## src/rtl/cps_pkg.sv

```systemverilog
// shared constants and types of the compressor protection supervisor
package cps_pkg;
	// clock and time base
	localparam int CPS_CLK_PERIOD_NS = 10;
	localparam int CPS_SEC_NS = 1000000000;
	localparam int CPS_SEC_CYC = CPS_SEC_NS / CPS_CLK_PERIOD_NS;
	localparam int CPS_S_PER_MIN = 60;
	// protection times, as printed, and their second counts
	localparam int CPS_MIN_OFF_MIN = 3;
	localparam int CPS_MIN_OFF_S = CPS_MIN_OFF_MIN * CPS_S_PER_MIN;
	localparam int CPS_MIN_RUN_S = 30;
	localparam int CPS_PEAK_SHORT_S = 30;
	localparam int CPS_PEAK_LONG_MIN = 2;
	localparam int CPS_PEAK_LONG_S = CPS_PEAK_LONG_MIN * CPS_S_PER_MIN;
	localparam int CPS_PEAK_QUICK_MIN = 1;
	localparam int CPS_PEAK_QUICK_S = CPS_PEAK_QUICK_MIN * CPS_S_PER_MIN;
	localparam int CPS_PEAK_REPEATS = 7;
	localparam int CPS_OC_WIN_MIN = 20;
	localparam int CPS_OC_LIMIT = 3;
	localparam int CPS_IPM_WIN_MIN = 30;
	localparam int CPS_IPM_LIMIT = 3;
	localparam int CPS_SHELL_WIN_MIN = 30;
	localparam int CPS_SHELL_LIMIT = 4;
	localparam int CPS_LF_RUN_MIN = 240;
	localparam int CPS_LF_RUN_S = CPS_LF_RUN_MIN * CPS_S_PER_MIN;
	localparam int CPS_LF_HOLD_MIN = 2;
	localparam int CPS_LF_HOLD_S = CPS_LF_HOLD_MIN * CPS_S_PER_MIN;
	localparam int CPS_PRESS_ARM_MIN = 5;
	localparam int CPS_PRESS_ARM_S = CPS_PRESS_ARM_MIN * CPS_S_PER_MIN;
	localparam int CPS_PRESS_HOLD_S = 5;
	// temperatures in 0.1 degC, signed
	localparam logic signed [11:0] CPS_IPM_TRIP_T = 12'sh3b6;
	localparam logic signed [11:0] CPS_IPM_COOL_T = 12'sh384;
	localparam logic signed [11:0] CPS_SHELL_TRIP_T = 12'sh460;
	localparam logic signed [11:0] CPS_CCH_ON_AIR_T = 12'sh028;
	localparam logic signed [11:0] CPS_CCH_ON_DIS_T = 12'sh074;
	localparam logic signed [11:0] CPS_CCH_OFF_AIR_T = 12'sh03c;
	localparam logic signed [11:0] CPS_CCH_OFF_DIS_T = 12'sh0bc;
	localparam logic signed [11:0] CPS_LF_WATER_LO_T = 12'sh08c;
	localparam logic signed [11:0] CPS_LF_WATER_HI_T = 12'sh1e0;
	localparam logic signed [11:0] CPS_LF_AIR_LO_T = 12'sh028;
	localparam logic signed [11:0] CPS_LF_AIR_HI_T = 12'sh0f0;
	localparam logic signed [11:0] CPS_LF_HX_MIN_T = 12'sh000;
	// running current in 0.1 A, frequency in Hz, pressure in adc codes
	localparam logic [7:0] CPS_CUR_X = 8'h3e;
	localparam logic [7:0] CPS_CUR_Y = 8'h6a;
	localparam logic [7:0] CPS_LF_FREQ = 8'h19;
	localparam logic [9:0] CPS_PRESS_HI = 10'h3fc;
	localparam logic [9:0] CPS_PRESS_LO = 10'h003;

	typedef enum logic [1:0] {
		CPS_ST_WAIT = 2'b00,
		CPS_ST_READY = 2'b01,
		CPS_ST_RUN = 2'b10
	} cps_state_type;

	typedef enum logic [1:0] {
		CPS_FREQ_NORMAL = 2'b00,
		CPS_FREQ_REDUCED = 2'b01,
		CPS_FREQ_FORCE24 = 2'b10
	} cps_freq_type;

	typedef enum logic [2:0] {
		CPS_FAULT_NONE = 3'h0,
		CPS_FAULT_OVERCURRENT = 3'h1,
		CPS_FAULT_POWER_STAGE_OVERHEAT = 3'h2,
		CPS_FAULT_PEAK_CURRENT = 3'h3,
		CPS_FAULT_SHELL_OVERHEAT = 3'h4,
		CPS_FAULT_PRESSURE_SENSOR = 3'h5
	} cps_fault_type;

	typedef struct packed {
		logic user_on;
		logic run_req;
		logic peak_over;
		logic [7:0] run_cur;
		logic [7:0] comp_freq;
		logic [9:0] press;
		logic signed [11:0] ipm_temp;
		logic signed [11:0] shell_temp;
		logic signed [11:0] water_out;
		logic signed [11:0] air_out;
		logic signed [11:0] hx_in;
		logic signed [11:0] discharge;
	} cps_sense_type;
endpackage

```

## src/rtl/cps_supervisor.sv

```systemverilog
// compressor protection supervisor: start/stop guard, trips, lockouts, heater
// Function
// - after a stop, block compressor start for three minutes
// - once started, ignore internal stop requests for 30 seconds
// - user stop overrides minimum run and halts at once
// - current above first threshold requests reduced frequency, else normal
// - current above second threshold stops; third within 20 minutes locks out
// - power stage at 95 degC stops compressor at once
// - restart 3 minutes after cooling to 90; three in 30 minutes lock out
// - peak current over model limit stops, restart after three minutes
// - peak repeat later than 30 s after restart resumes after two minutes
// - repeat within 30 s resumes after one minute; seven repeats lock out
// - shell above 112 degC stops; four in 30 minutes lock out
// - below 25 Hz for 240 minutes commands 24 Hz for 2 minutes
// - reduce frequency when water, air and exchanger conditions all hold
// - pressure supervision only after 5 minutes of compressor run
// - pressure at rail or open for 5 s stops and flags fault
// - crank heater on when air and discharge both cold enough
// - crank heater off when air or discharge too warm
// - indicator blinks while any lockout is active
`timescale 1ns/1ps
module cps_supervisor #(
	parameter int SEC_CYCLES = cps_pkg::CPS_SEC_CYC,
	parameter logic [7:0] CUR_X = cps_pkg::CPS_CUR_X,
	parameter logic [7:0] CUR_Y = cps_pkg::CPS_CUR_Y
) (
	// clock and reset
	input wire logic MCLK,
	input wire logic RESETN,
	// sensors and operator, asynchronous to MCLK
	input wire cps_pkg::cps_sense_type SENSE,
	// compressor drive
	output logic COMP_RUN,
	output cps_pkg::cps_freq_type FREQ_CMD,
	// heater and indication
	output logic CRANK_HEAT,
	output logic LED_ON,
	output logic LOCKOUT,
	output cps_pkg::cps_fault_type FAULT_CODE
);
	import cps_pkg::*;

	localparam int NW = 3;
	localparam logic [10:0] WIN_S [NW] = '{11'(CPS_OC_WIN_MIN * CPS_S_PER_MIN),
		11'(CPS_IPM_WIN_MIN * CPS_S_PER_MIN), 11'(CPS_SHELL_WIN_MIN * CPS_S_PER_MIN)};
	localparam logic [2:0] WIN_LIMIT [NW] = '{3'(CPS_OC_LIMIT), 3'(CPS_IPM_LIMIT), 3'(CPS_SHELL_LIMIT)};

	cps_sense_type s;
	cps_sync #(.W($bits(cps_sense_type))) u_sync (
		.clk(MCLK),
		.rst_n(RESETN),
		.d(SENSE),
		.q(s)
	);

	// one second time base
	logic [31:0] pre_reg;
	logic tick_reg;
	always_ff @(posedge MCLK or negedge RESETN) begin
		if (!RESETN) begin
			pre_reg <= 32'h0;
			tick_reg <= 1'b0;
		end else begin
			tick_reg <= (pre_reg == 32'(SEC_CYCLES - 1));
			pre_reg <= (pre_reg == 32'(SEC_CYCLES - 1)) ? 32'h0 : pre_reg + 32'h1;
		end
	end

	cps_state_type state_reg, state_next;
	logic [8:0] delay_reg, delay_next;
	logic [8:0] run_s_reg;
	logic [8:0] off_s_reg;
	logic ipm_hot_reg;
	logic peak_seen_reg;
	logic [2:0] peak_cnt_reg;
	logic lock_reg;
	cps_fault_type fault_reg;
	logic [2:0] press_s_reg;
	logic [13:0] lf_s_reg;
	logic [6:0] force_s_reg;
	logic heat_reg;
	logic blink_reg;
	logic led_reg;
	cps_freq_type freq_reg;

	// trip decode
	wire running = (state_reg == CPS_ST_RUN);
	wire oc_trip = running && (s.run_cur > CUR_Y);
	wire ipm_trip = running && (s.ipm_temp >= CPS_IPM_TRIP_T);
	wire ipm_cool = ipm_hot_reg && (s.ipm_temp <= CPS_IPM_COOL_T);
	wire peak_trip = running && s.peak_over;
	wire shell_trip = running && (s.shell_temp > CPS_SHELL_TRIP_T);
	wire press_armed = running && (run_s_reg >= 9'(CPS_PRESS_ARM_S));
	wire press_bad = press_armed && (s.press >= CPS_PRESS_HI || s.press <= CPS_PRESS_LO);
	wire press_trip = press_bad && tick_reg && (press_s_reg == 3'(CPS_PRESS_HOLD_S - 1));
	wire peak_quick = peak_seen_reg && (run_s_reg < 9'(CPS_PEAK_SHORT_S));
	wire peak_lock = peak_trip && peak_quick && (peak_cnt_reg == 3'(CPS_PEAK_REPEATS - 1));
	wire [NW-1:0] win_ev = {shell_trip, ipm_trip, oc_trip};
	wire [NW-1:0] win_hit;
	wire lock_set = (|win_hit) || peak_lock || press_trip;
	wire trip_any = oc_trip || ipm_trip || peak_trip || shell_trip || press_trip;
	wire min_run_done = run_s_reg >= 9'(CPS_MIN_RUN_S);
	wire stop_now = trip_any || !s.user_on || (!s.run_req && min_run_done);
	wire start_ok = s.user_on && s.run_req && !lock_reg && !ipm_hot_reg;

	// restart delay chosen by the cause of the stop
	wire [8:0] stop_delay = !peak_trip ? 9'(CPS_MIN_OFF_S) :
		!peak_seen_reg ? 9'(CPS_MIN_OFF_S) :
		peak_quick ? 9'(CPS_PEAK_QUICK_S) :
		9'(CPS_PEAK_LONG_S);

	always_comb begin
		state_next = state_reg;
		delay_next = delay_reg;
		unique case (state_reg)
			CPS_ST_WAIT: begin
				if (ipm_cool) begin
					delay_next = 9'(CPS_MIN_OFF_S);
				end else if (delay_reg == 9'h0) begin
					state_next = ipm_hot_reg ? CPS_ST_WAIT : CPS_ST_READY;
				end else if (tick_reg) begin
					delay_next = delay_reg - 9'h1;
				end
			end
			CPS_ST_READY: begin
				if (start_ok) begin
					state_next = CPS_ST_RUN;
				end
			end
			CPS_ST_RUN: begin
				// protection and user stops act at once; plain demand loss waits
				if (stop_now) begin
					state_next = CPS_ST_WAIT;
					delay_next = stop_delay;
				end
			end
			default: begin
				state_next = CPS_ST_WAIT;
				delay_next = 9'(CPS_MIN_OFF_S);
			end
		endcase
	end

	// power-up counts as a stop, so the first start also waits
	always_ff @(posedge MCLK or negedge RESETN) begin
		if (!RESETN) begin
			state_reg <= CPS_ST_WAIT;
			delay_reg <= 9'(CPS_MIN_OFF_S);
			COMP_RUN <= 1'b0;
		end else begin
			state_reg <= state_next;
			delay_reg <= delay_next;
			COMP_RUN <= (state_next == CPS_ST_RUN);
		end
	end

	// run and off second counters, saturating
	always_ff @(posedge MCLK or negedge RESETN) begin
		if (!RESETN) begin
			run_s_reg <= 9'h0;
			off_s_reg <= 9'h0;
		end else begin
			if (!running) begin
				run_s_reg <= 9'h0;
			end else if (tick_reg && run_s_reg != 9'h1ff) begin
				run_s_reg <= run_s_reg + 9'h1;
			end
			if (running) begin
				off_s_reg <= 9'h0;
			end else if (tick_reg && off_s_reg != 9'h1ff) begin
				off_s_reg <= off_s_reg + 9'h1;
			end
		end
	end

	// power stage overheat latch and peak current repeat tracking
	always_ff @(posedge MCLK or negedge RESETN) begin
		if (!RESETN) begin
			ipm_hot_reg <= 1'b0;
			peak_seen_reg <= 1'b0;
			peak_cnt_reg <= 3'h0;
		end else begin
			if (ipm_trip) begin
				ipm_hot_reg <= 1'b1;
			end else if (ipm_cool) begin
				ipm_hot_reg <= 1'b0;
			end
			if (peak_trip) begin
				peak_seen_reg <= 1'b1;
				peak_cnt_reg <= peak_quick ? peak_cnt_reg + 3'h1 : 3'h0;
			end else if (!s.user_on) begin
				peak_seen_reg <= 1'b0;
				peak_cnt_reg <= 3'h0;
			end
		end
	end

	// windowed trip counters: window opens on first trip, count drops when it lapses
	genvar g;
	generate
		for (g = 0; g < NW; g++) begin : g_win
			logic [10:0] win_reg;
			logic [2:0] cnt_reg;
			assign win_hit[g] = win_ev[g] && (win_reg != 11'h0) && (cnt_reg + 3'h1 >= WIN_LIMIT[g]);
			always_ff @(posedge MCLK or negedge RESETN) begin
				if (!RESETN) begin
					win_reg <= 11'h0;
					cnt_reg <= 3'h0;
				end else if (win_ev[g]) begin
					if (win_reg == 11'h0) begin
						win_reg <= WIN_S[g];
						cnt_reg <= 3'h1;
					end else begin
						cnt_reg <= cnt_reg + 3'h1;
					end
				end else if (!s.user_on) begin
					win_reg <= 11'h0;
					cnt_reg <= 3'h0;
				end else if (tick_reg && win_reg != 11'h0) begin
					win_reg <= win_reg - 11'h1;
					if (win_reg == 11'h1) begin
						cnt_reg <= 3'h0;
					end
				end
			end
		end
	endgenerate

	// pressure hold timer
	always_ff @(posedge MCLK or negedge RESETN) begin
		if (!RESETN) begin
			press_s_reg <= 3'h0;
		end else if (!press_bad) begin
			press_s_reg <= 3'h0;
		end else if (tick_reg && press_s_reg != 3'h7) begin
			press_s_reg <= press_s_reg + 3'h1;
		end
	end

	// lockout and fault code; a new lockout wins over the user clear
	cps_fault_type fault_new;
	assign fault_new = win_hit[0] ? CPS_FAULT_OVERCURRENT :
		win_hit[1] ? CPS_FAULT_POWER_STAGE_OVERHEAT :
		win_hit[2] ? CPS_FAULT_SHELL_OVERHEAT :
		peak_lock ? CPS_FAULT_PEAK_CURRENT : CPS_FAULT_PRESSURE_SENSOR;
	always_ff @(posedge MCLK or negedge RESETN) begin
		if (!RESETN) begin
			lock_reg <= 1'b0;
			fault_reg <= CPS_FAULT_NONE;
		end else if (lock_set && !lock_reg) begin
			lock_reg <= 1'b1;
			fault_reg <= fault_new;
		end else if (!s.user_on && !lock_set) begin
			lock_reg <= 1'b0;
			fault_reg <= CPS_FAULT_NONE;
		end
	end

	// low frequency run timer and 24 Hz hold
	wire lf_run = running && (s.comp_freq < CPS_LF_FREQ) && (force_s_reg == 7'h0);
	wire lf_fire = lf_run && tick_reg && (lf_s_reg == 14'(CPS_LF_RUN_S - 1));
	always_ff @(posedge MCLK or negedge RESETN) begin
		if (!RESETN) begin
			lf_s_reg <= 14'h0;
			force_s_reg <= 7'h0;
		end else begin
			if (!lf_run || lf_fire) begin
				lf_s_reg <= 14'h0;
			end else if (tick_reg) begin
				lf_s_reg <= lf_s_reg + 14'h1;
			end
			if (!running) begin
				force_s_reg <= 7'h0;
			end else if (lf_fire) begin
				force_s_reg <= 7'(CPS_LF_HOLD_S);
			end else if (tick_reg && force_s_reg != 7'h0) begin
				force_s_reg <= force_s_reg - 7'h1;
			end
		end
	end

	// frequency request
	wire lf_env = (s.water_out < CPS_LF_WATER_LO_T || s.water_out >= CPS_LF_WATER_HI_T) &&
		(s.air_out < CPS_LF_AIR_LO_T || s.air_out >= CPS_LF_AIR_HI_T) &&
		(s.hx_in >= CPS_LF_HX_MIN_T);
	wire cur_high = s.run_cur > CUR_X;
	cps_freq_type freq_next;
	assign freq_next = (force_s_reg != 7'h0) ? CPS_FREQ_FORCE24 :
		(cur_high || lf_env) ? CPS_FREQ_REDUCED : CPS_FREQ_NORMAL;

	// crank case heater, hysteresis between on and off points
	wire heat_on = (s.air_out <= CPS_CCH_ON_AIR_T) && (s.discharge <= CPS_CCH_ON_DIS_T);
	wire heat_off = (s.air_out > CPS_CCH_OFF_AIR_T) || (s.discharge > CPS_CCH_OFF_DIS_T);

	always_ff @(posedge MCLK or negedge RESETN) begin
		if (!RESETN) begin
			freq_reg <= CPS_FREQ_NORMAL;
			heat_reg <= 1'b0;
			blink_reg <= 1'b0;
			led_reg <= 1'b0;
		end else begin
			freq_reg <= freq_next;
			if (heat_on) begin
				heat_reg <= 1'b1;
			end else if (heat_off) begin
				heat_reg <= 1'b0;
			end
			if (tick_reg) begin
				blink_reg <= ~blink_reg;
			end
			led_reg <= lock_reg ? blink_reg : s.user_on;
		end
	end

	assign FREQ_CMD = freq_reg;
	assign CRANK_HEAT = heat_reg;
	assign LED_ON = led_reg;
	assign LOCKOUT = lock_reg;
	assign FAULT_CODE = fault_reg;
endmodule

```

## src/rtl/cps_sync.sv

```systemverilog
// two-stage synchroniser for a bundle of slow sensor inputs
`timescale 1ns/1ps
module cps_sync #(
	parameter int W = 1
) (
	input wire logic clk,
	input wire logic rst_n,
	input wire logic [W-1:0] d,
	output logic [W-1:0] q
);
	logic [W-1:0] meta_reg;

	// sensor words change slowly; a torn word lasts one cycle at most
	always_ff @(posedge clk or negedge rst_n) begin
		if (!rst_n) begin
			meta_reg <= '0;
			q <= '0;
		end else begin
			meta_reg <= d;
			q <= meta_reg;
		end
	end
endmodule

```

## config.mk

```make
export PLATFORM = sky130hd
export DESIGN_NAME = cps_supervisor
export DESIGN_NICKNAME = d
export VERILOG_FILES = /design/src/rtl/cps_pkg.sv /design/src/rtl/cps_supervisor.sv /design/src/rtl/cps_sync.sv
export SDC_FILE = /design/constraint.sdc
export NUM_CORES = 1
export LEC_CHECK = 0
export ABC_AREA = 0
export ABC_CLOCK_PERIOD_IN_PS = 3240
export BUFFER_PORTS_ARGS = -buffer_cell sky130_fd_sc_hd__buf_4
export CAP_MARGIN = 10
export CELL_PAD_IN_SITES_DETAIL_PLACEMENT = 1
export CELL_PAD_IN_SITES_GLOBAL_PLACEMENT = 1
export CORE_MARGIN = 2
export CORE_UTILIZATION = 35
export CTS_CLUSTER_SIZE = 8
export DETAILED_ROUTE_END_ITERATION = 10
export PLACE_DENSITY_LB_ADDON = 0.15
export SETUP_SLACK_MARGIN = 0.4
export SYNTH_ARGS = -nofsm -noshare
export SYNTH_HDL_FRONTEND = slang
export SYNTH_SLANG_ARGS = --single-unit
```

## constraint.sdc

```tcl
create_clock -name MCLK -period 3.24 [get_ports MCLK]
set_clock_uncertainty 0.2 [all_clocks]
set_input_delay 0.81 -clock MCLK [delete_from_list [all_inputs] [get_ports MCLK]]
set_output_delay 0.81 -clock MCLK [all_outputs]
set_load 0.005 [all_outputs]
```

# == Word level (Yosys, flattened, before mapping) ==
# Cells that the tools add are included.
# classes
addsub,13
n_lt_le_gt_ge,23
eq_ne,28
muxes,71
bitwise,2
reduce_logical,79
# op_table
op,n
2-to-1 mux 11 bit,12
2-to-1 mux 3 bit,26
2-to-1 mux 9 bit,6
logical AND 1 bit,37
"equality test 11 x 1 -> 1 bit, second input constant",3
logical NOT 11 bit,3
nonzero test 11 bit,3
"subtractor 11 x 1 -> 11 bit, second input constant",3
"adder 32 x 1 -> 32 bit, second input constant",1
"equality test 32 x 27 -> 1 bit, second input constant",1
2-to-1 mux 32 bit,1
2-to-1 mux 14 bit,2
2-to-1 mux 7 bit,4
"inequality test 3 bit, second input constant",9
case mux 9 bit (3 select lines),1
2-to-1 mux 8 bit,2
"adder 3 x 1 -> 3 bit, second input constant",5
"adder 14 x 1 -> 14 bit, second input constant",1
"equality test 14 bit, second input constant",1
logical OR 1 bit,14
">= comparator 12 x 1 -> 1 bit, second input constant",1
">= comparator 12 x 10 -> 1 bit, second input constant",1
">= comparator 12 x 11 -> 1 bit, second input constant",1
">= comparator 12 x 9 -> 1 bit, second input constant",1
other kinds (41),77
# totals
ff_bits,336
out_inout_bits,9

# == Logic depth before layout (Yosys ltp) ==
# Gate-level depths: netlist of run 1.
# logic_depth
depth_word,11
ltp_mapped,10
mapped_depth_nobuf,9

# == By module ==
# A second synthesis of run 1 with hierarchy kept.
# unflattened
hier_cells,1011
area_unflattened_um2,12492.0
# by_module_without_submodules
module,n_inst,cells_each,area_each_um2,seq_area_each_um2
cps_supervisor,1,809,7437.1,3358.2
cps_sync,1,202,5054.8,5054.8

# == Worst setup path before layout of run 1 ==
# OpenSTA, ideal clock, no wires.
# synth_timing
kind,reg2reg
start,register g_win[0].win_reg[0]
end,"register lock_reg, in the netlist LOCKOUT"
t_arrival_ps,2603
setup_slack_ps,319
stages_incl_launch_ff,10
period_less_slack_ps,2921
path_cell_list,dfrtp_1 inv_1 ha_1 or3b_2 clkbuf_1 or4_4 and4_4 a311o_1 or2_4 a21o_1
# synth_via
elab_chain_len,9
word_cells_on_any_way,11
classes_between,mux: 1; reduce/logical: 10
# synth_rtl
item,line_no,rtl
start: declaration,cps_supervisor.sv:202,logic [10:0] win_reg;
start signal: assignment,cps_supervisor.sv:211,win_reg <= WIN_S[g];
start signal: assignment,cps_supervisor.sv:220,win_reg <= win_reg - 11'h1;
nonzero test 11 bit *,cps_supervisor.sv:204,assign win_hit[g] = win_ev[g] && (win_reg != 11'h0) && (cnt_reg + 3'h1 >= WIN_LIMIT[g]);
logical AND 1 bit * (2 in series),cps_supervisor.sv:204,
OR reduction 3 bit *,cps_supervisor.sv:100,wire lock_set = (|win_hit) || peak_lock || press_trip;
logical OR 1 bit * (2 in series),cps_supervisor.sv:100,
logical NOT 1 bit,cps_supervisor.sv:253,end else if (!s.user_on && !lock_set) begin
logical AND 1 bit,cps_supervisor.sv:253,
nonzero test 2 bit (no source line),n/a,
end signal: assignment,cps_supervisor.sv:248,lock_reg <= 1'b0;
end signal: assignment,cps_supervisor.sv:251,lock_reg <= 1'b1;
end signal: assignment,cps_supervisor.sv:254,lock_reg <= 1'b0;
end: declaration,cps_supervisor.sv:76,logic lock_reg;
# Mark *: on every way between the ends. The rest lies on a longest branch, timed or not.
# A chain may end at the register's enable or synchronous reset.

# == Worst setup path after layout of run 1 ==
# layout_timing
start,register g_win[0].win_reg[5]
end,"register lock_reg, in the netlist LOCKOUT"
# Same word-level chain as after synthesis.

==> impl_metrics.csv, run 1 <==
group,metric,value,unit
layout,diodes,0,
die,coreArea,33500,um^2
logic_synthesis,ys_seq_area_share,64.3,%
setup_path,crit_required,3.46,ns
die,std_cell_rows,67,
logic_synthesis,synth_area_leaders,"dfrtp_1 63%, nor2_1 3.2%, ha_1 2.4%",
cts,clockRootBuffer,"clkbuf_16",
grt,antenna_found_initial,0,
sta,max-slew-margin-rel,45.4,%
layout,fin_nets,1286,
sta,finalCritPeriodShare,86.6,%
place,globalplace.congestion,0.746,
cts,cts_hold_buf,0,
outcome,status,"complete, no violations",
logic_synthesis,syn_area,11900,um^2
sta,tns,0,ns
power,p_leak,6.51,nW
setup_path,worstSetupStartpoint,"g_win[0].win_reg[5]$_DFFE_PN0P_",
cts,cts-buffers-inserted,44,
sta,maxSlewViolCount,0,
setup_path,r2r_start,"g_win[0].win_reg[5]$_DFFE_PN0P_",
layout,n_fill_cell,3570,
job,cap_violations,0,
setup_path,crit_path_max_fanout,6,
layout,drive_above_1_share,18.4,%
cts,cts_tree,"yes",
hold_path,min_path_type,"primary input to async pin",
logic_synthesis,syn_avg_cell_area,11.9,um^2
logic_synthesis,synth_cell_type_count,77,
sta,fmax,356,MHz
die,initial_utilization,35.6,%
place,port_buffers,96,
grt,grt_pass1_wl,44500,um
logic_synthesis,synth_top_area_cell,"dfrtp_1",
place,place_ws,0.212,ns
detailed_routing,drc,0,
detailed_routing,vias,8065,
logic_synthesis,ys_ff_latch,306,
layout,multi_input_area,4100,um^2
setup_path,arrival,3.03,ns
logic_synthesis,synth_edf_count,0,
cts,ctsLongestPathBuffers,3,
logic_synthesis,netlist.area_leader.share,63.4,%
place,hpwl,17900,um
die,ios,112,
power,total_power,8.86,mW
detailed_routing,wirelength,26700,um
sta,rsz0062_at_grt,"yes",
logic_synthesis,synth_ff_type,"dfrtp_1",
setup_path,cp-start-kind,"flip-flop",
logic_synthesis,async_reset_ff_share,100,%
setup_path,endpoint_kind,"flip-flop",
sta,hold_viol,0,
logic_synthesis,syn_inst,1003,
layout,area_growth,24.0,%
die,die_w,189,um
sta,fin_crit,2.81,ns
detailed_routing,avgRoutedWirePerCell,16.4,um
setup_path,crit_type,"flip-flop to flip-flop",
layout,seq_area,7660,um^2
power,peakVddDrop,0.000323,V
detailed_routing,ant_nets,0,
power,power.density,600,nW/um^2
cts,clk_pin_slew,0.05,ns
sta,tightest_slew,0.818,ns
logic_synthesis,synth.net_count,1129,
detailed_routing,vias_per_cell,4.95,
grt,grt_start_max_net_pins,74,
detailed_routing,dr.pass1.iters,4,
cts,clk_latency,0.55,ns
grt,grt.total_usage,15.4,%
detailed_routing,drt_iter0_drc,286,
die,die_y,189,um
sta,setup_viol,0,
grt,grt_pass1_vias,8796,
die,dieArea,35600,um^2
sta,setup_ws,0.433,ns
logic_synthesis,yosys_warnings,0,
cts,cts_max_level,2,
grt,overflow,0,
cts,clock_sinks,306,
==> metal layers <==
layer  GRT usage (%)  up-vias  part of all wire [%]
li1                -     3879                     -
met1            20.3     4015                    46
met2            25.7      128                    48
met3            2.98       43                   3.6
met4            4.78        0                   2.1
met5               0        -                     0
==> cell usage after synthesis (13+ instances only) <==
cell      count
ha_1         23
a21oi_1      42
nor2_1      101
or4_1        17
nor3_1       26
nor4_1       17
nand4_1      18
inv_1        37
dfrtp_1     302
nand2_1      59
nand3_1      37
o211ai_1     13
xor2_1       31
clkbuf_1     20
o21ai_0      35
or3_1        15
nand2b_1     14
xnor2_1      31
==> power by group <==
part / total, mW / switching (mW) / internal [mW]
Sequential: 4.10 / 0.104 / 4.00
Combinational: 0.592 / 0.325 / 0.267
Clock: 4.17 / 1.66 / 2.50
Total: 8.86 / 2.09 / 6.77
==> kinds of logic after synthesis <==
group                      count (synthesis)  synth area share, %
and+or+nand+nor                          361                 15.8
buffers and inverters                     59                 1.87
muxes                                     10                0.850
AOI/OAI and AO/OA                        182                 10.2
DFF                                      306                 64.3
xor gates and xnor gates                  62                 4.55
adders and majority gates                 23                 2.41
==> stage by stage <==
stage | instance area, um^2 | std cells | utilization (%) | hold slack [ns]
final | 14800 | 1628 | 44.1 | 0.0585
after CTS | 14700 | 1621 | 43.8 | 0.0560
after global placement | 13400 | 1555 | 39.9 | 0.132
after global routing | 14800 | 1628 | 44.1 | 0.0888
after floorplan | 11900 | 1003 | - | 0.131
after detailed placement | 13400 | 1555 | 39.9 | 0.136
==> final cells by class <==
type                    count  area share [%]
inverters                  37           0.940
well taps                 448            3.79
multi-input cells         638            27.8
clock buffers              62            7.91
repair buffers            133            7.06
clock inverters             4           0.660
flip-flops and latches    306            51.9
==> path summary, 6_finish.rpt <==
kind,to,slack [ns],cells past startpoint
max,LOCKOUT$_DFFE_PN0P_,0.43,6
min,u_sync.q[97]$_DFF_PN0_,0.06,1
max reg2reg,LOCKOUT$_DFFE_PN0P_,0.43,6
min reg2reg,u_sync.q[9]$_DFF_PN0_,0.14,0
max in group asynchronous,g_win[1].win_reg[5]$_DFFE_PN0P_,1.98,2
min in group MCLK,u_sync.q[9]$_DFF_PN0_,0.14,0
==> placed cells by master, fill, tap and decap left out, drive strengths merged, types with 37 or more instances in the layout <==
master and instances:
a21oi 43, buf 133, clkbuf 62, dfrtp 302
inv 37, nand2 59, nand3 37, nor2 101
o21ai 39
==> timing repair <==
item                                   4_1_cts  5_1_grt
endpoints found under the hold margin        0        0
pin swaps                                    0        5
gates resized for setup                      5       16
cloned                                       0        0
setup buffers                                0        7
setup endpoints to repair                    9       16
==> worst max-delay path, cell delays in order, from the launching register on <==
cell     delay, ns
dfrtp_1       0.39
or4_4         0.59
or4_4         0.54
and4_4        0.20
a311o_1       0.37
or2_4         0.26
a21o_1        0.15
Power figures use the tool's default switching activity.
==> inputs of run 2 (changes only) <==
- CORE_UTILIZATION: 35 -> 47
==> impl_metrics.csv, run 2 (synthesis gave the netlist of run 1 again) <==
group,metric,value,unit
cts,clk_latency,0.55,ns
sta,rsz0062_at_grt,"yes",
cts,clk_pin_slew,0.05,ns
detailed_routing,ant_nets,0,
detailed_routing,vias,8294,
setup_path,timing.reg2reg.setup_slack,0.47,ns
setup_path,crit_type,"flip-flop to flip-flop",
grt,grt_pass1_vias,9164,
power,peakVddDrop,0.000651,V
layout,n_fill_cell,2539,
sta,finalCritPeriodShare,85.5,%
layout,utilization,57.9,%
layout,final_area,14500,um^2
power,power.density,604,nW/um^2
grt,overflow,0,
layout,final_common_cell,"dfrtp_1",
detailed_routing,dr.pass1.iters,4,
die,initial_utilization,47.6,%
layout,multi_input_area,4080,um^2
detailed_routing,drc,0,
grt,grt.total_usage,21.8,%
setup_path,crit_path_max_fanout,5,
place,hpwl,18400,um
cts,ctsLongestPathBuffers,3,
cts,clockRootBuffer,"clkbuf_16",
cts,cts-buffers-inserted,44,
die,ios,112,
grt,grt_start_max_net_pins,85,
layout,mostFrequentLayoutCells,"302 x dfrtp_1, 121 x buf_4, 100 x nor2_1, 59 x nand2_1, 44 x clkbuf_16",
setup_path,endpoint_kind,"flip-flop",
setup_path,rr_endpoint,"LOCKOUT$_DFFE_PN0P_",
power,p_leak,6.45,nW
setup_path,cp-start-kind,"flip-flop",
layout,diodes,0,
grt,antenna_found_initial,1,
die,std_cell_rows,58,
layout,drive_above_1_share,17.3,%
sta,hold_viol,0,
detailed_routing,avgRoutedWirePerCell,18.5,um
cts,cts_hold_buf,0,
die,dieArea,26700,um^2
detailed_routing,wirelength,27600,um
layout,fin_nets,1278,
sta,setup_viol,0,
sta,tightest_slew,0.665,ns
cts,cts_tree,"yes",
detailed_routing,vias_per_cell,5.56,
sta,maxSlewViolCount,0,
job,cap_violations,0,
setup_path,arrival,3.00,ns
setup_path,r2r_start,"g_win[0].win_reg[0]$_DFFE_PN0P_",
setup_path,worstRegToRegCells,8,
sta,max-slew-margin-rel,55.2,%
hold_path,min_path_type,"primary input to async pin",
outcome,status,"complete, no violations",
sta,fin_crit,2.77,ns
layout,seq_area,7660,um^2
die,die_y,163,um
cts,cts_max_level,2,
layout,area_growth,21.6,%
place,port_buffers,96,
die,die_w,163,um
sta,fmax,361,MHz
place,dpl_cell_area,13200,um^2
setup_path,crit_required,3.47,ns
sta,tns,0,ns
detailed_routing,drt_iter0_drc,361,
place,globalplace.congestion,0.796,
cts,clock_sinks,306,
power,total_power,8.75,mW
grt,grt_pass1_wl,46400,um
die,coreArea,25000,um^2
## run 2: cell types whose count changed in the layout (fill, tap and decap cells not counted), moves of 2 or more
cell / delta
dfrtp_2: -2
inv_1: +3
dfrtp_1: +2
buf_4: -8
inv_2: -3
clkbuf_1: -9
## run 2: worst max-delay path: stages, from the launching register on
cell     delay, ns
dfrtp_1       0.42
inv_2         0.09
ha_1          0.18
or3b_4        0.43
or4_4         0.44
and4_4        0.20
a311o_1       0.32
or2_4         0.26
a21o_1        0.16
## run 2: metal layers
| layer | up-vias | share of wire (%) | GRT usage [%] |
|---|---|---|---|
| met4 | 0 | 1.9 | 6.76 |
| met2 | 176 | 50 | 37.0 |
| met5 | - | 0 | 0 |
| met1 | 4213 | 43 | 28.6 |
| met3 | 46 | 4.4 | 4.04 |
| li1 | 3859 | - | - |
## run 2: final cells by class
type,count,share of cell area [%]
multi-input combinational,638,28.1
sequential,306,52.8
timing repair buffer,125,6.78
clock inverter,4,0.613
clock buffer,53,7.83
inverter,37,0.958
tap,330,2.85
## run 2: how the worst max path moves through the flow
stage	to	from	slack, ns	cells past startpoint
CTS	g_win[2].win_reg[4]$_DFFE_PN0P_	g_win[2].win_reg[0]$_DFFE_PN0P_	0.42	8
global route	g_win[2].win_reg[4]$_DFFE_PN0P_	g_win[2].win_reg[1]$_DFFE_PN0P_	0.29	8
floorplan	LOCKOUT$_DFFE_PN0P_	g_win[0].win_reg[1]$_DFFE_PN0P_	0.41	9
finish	LOCKOUT$_DFFE_PN0P_	g_win[0].win_reg[0]$_DFFE_PN0P_	0.47	8
detailed placement	LOCKOUT$_DFFE_PN0P_	g_win[0].win_reg[0]$_DFFE_PN0P_	0.25	8
global placement	LOCKOUT$_DFFE_PN0P_	g_win[0].win_reg[0]$_DFFE_PN0P_	0.30	8
## run 2: repair_timing
item                                    4_1_cts  5_1_grt
gates resized for setup                       7        5
setup buffers                                 0        2
endpoints found under the setup margin       13       15
## run 2: report_power, final
part | total [mW] | internal, mW | switching, mW
clock | 4.06 | 2.46 | 1.61
combinational | 0.575 | 0.255 | 0.320
sequential | 4.11 | 4.00 | 0.113
total | 8.75 | 6.71 | 2.04
## run 2: through the flow
step,instances,hold slack [ns],worst slack [ns]
floorplan,1003,0.131,0.405
global placement,1434,0.132,0.301
detailed placement,1434,0.136,0.252
CTS,1491,0.0350,0.415
global route,1493,0.0598,0.295
finish,1493,0.0390,0.469
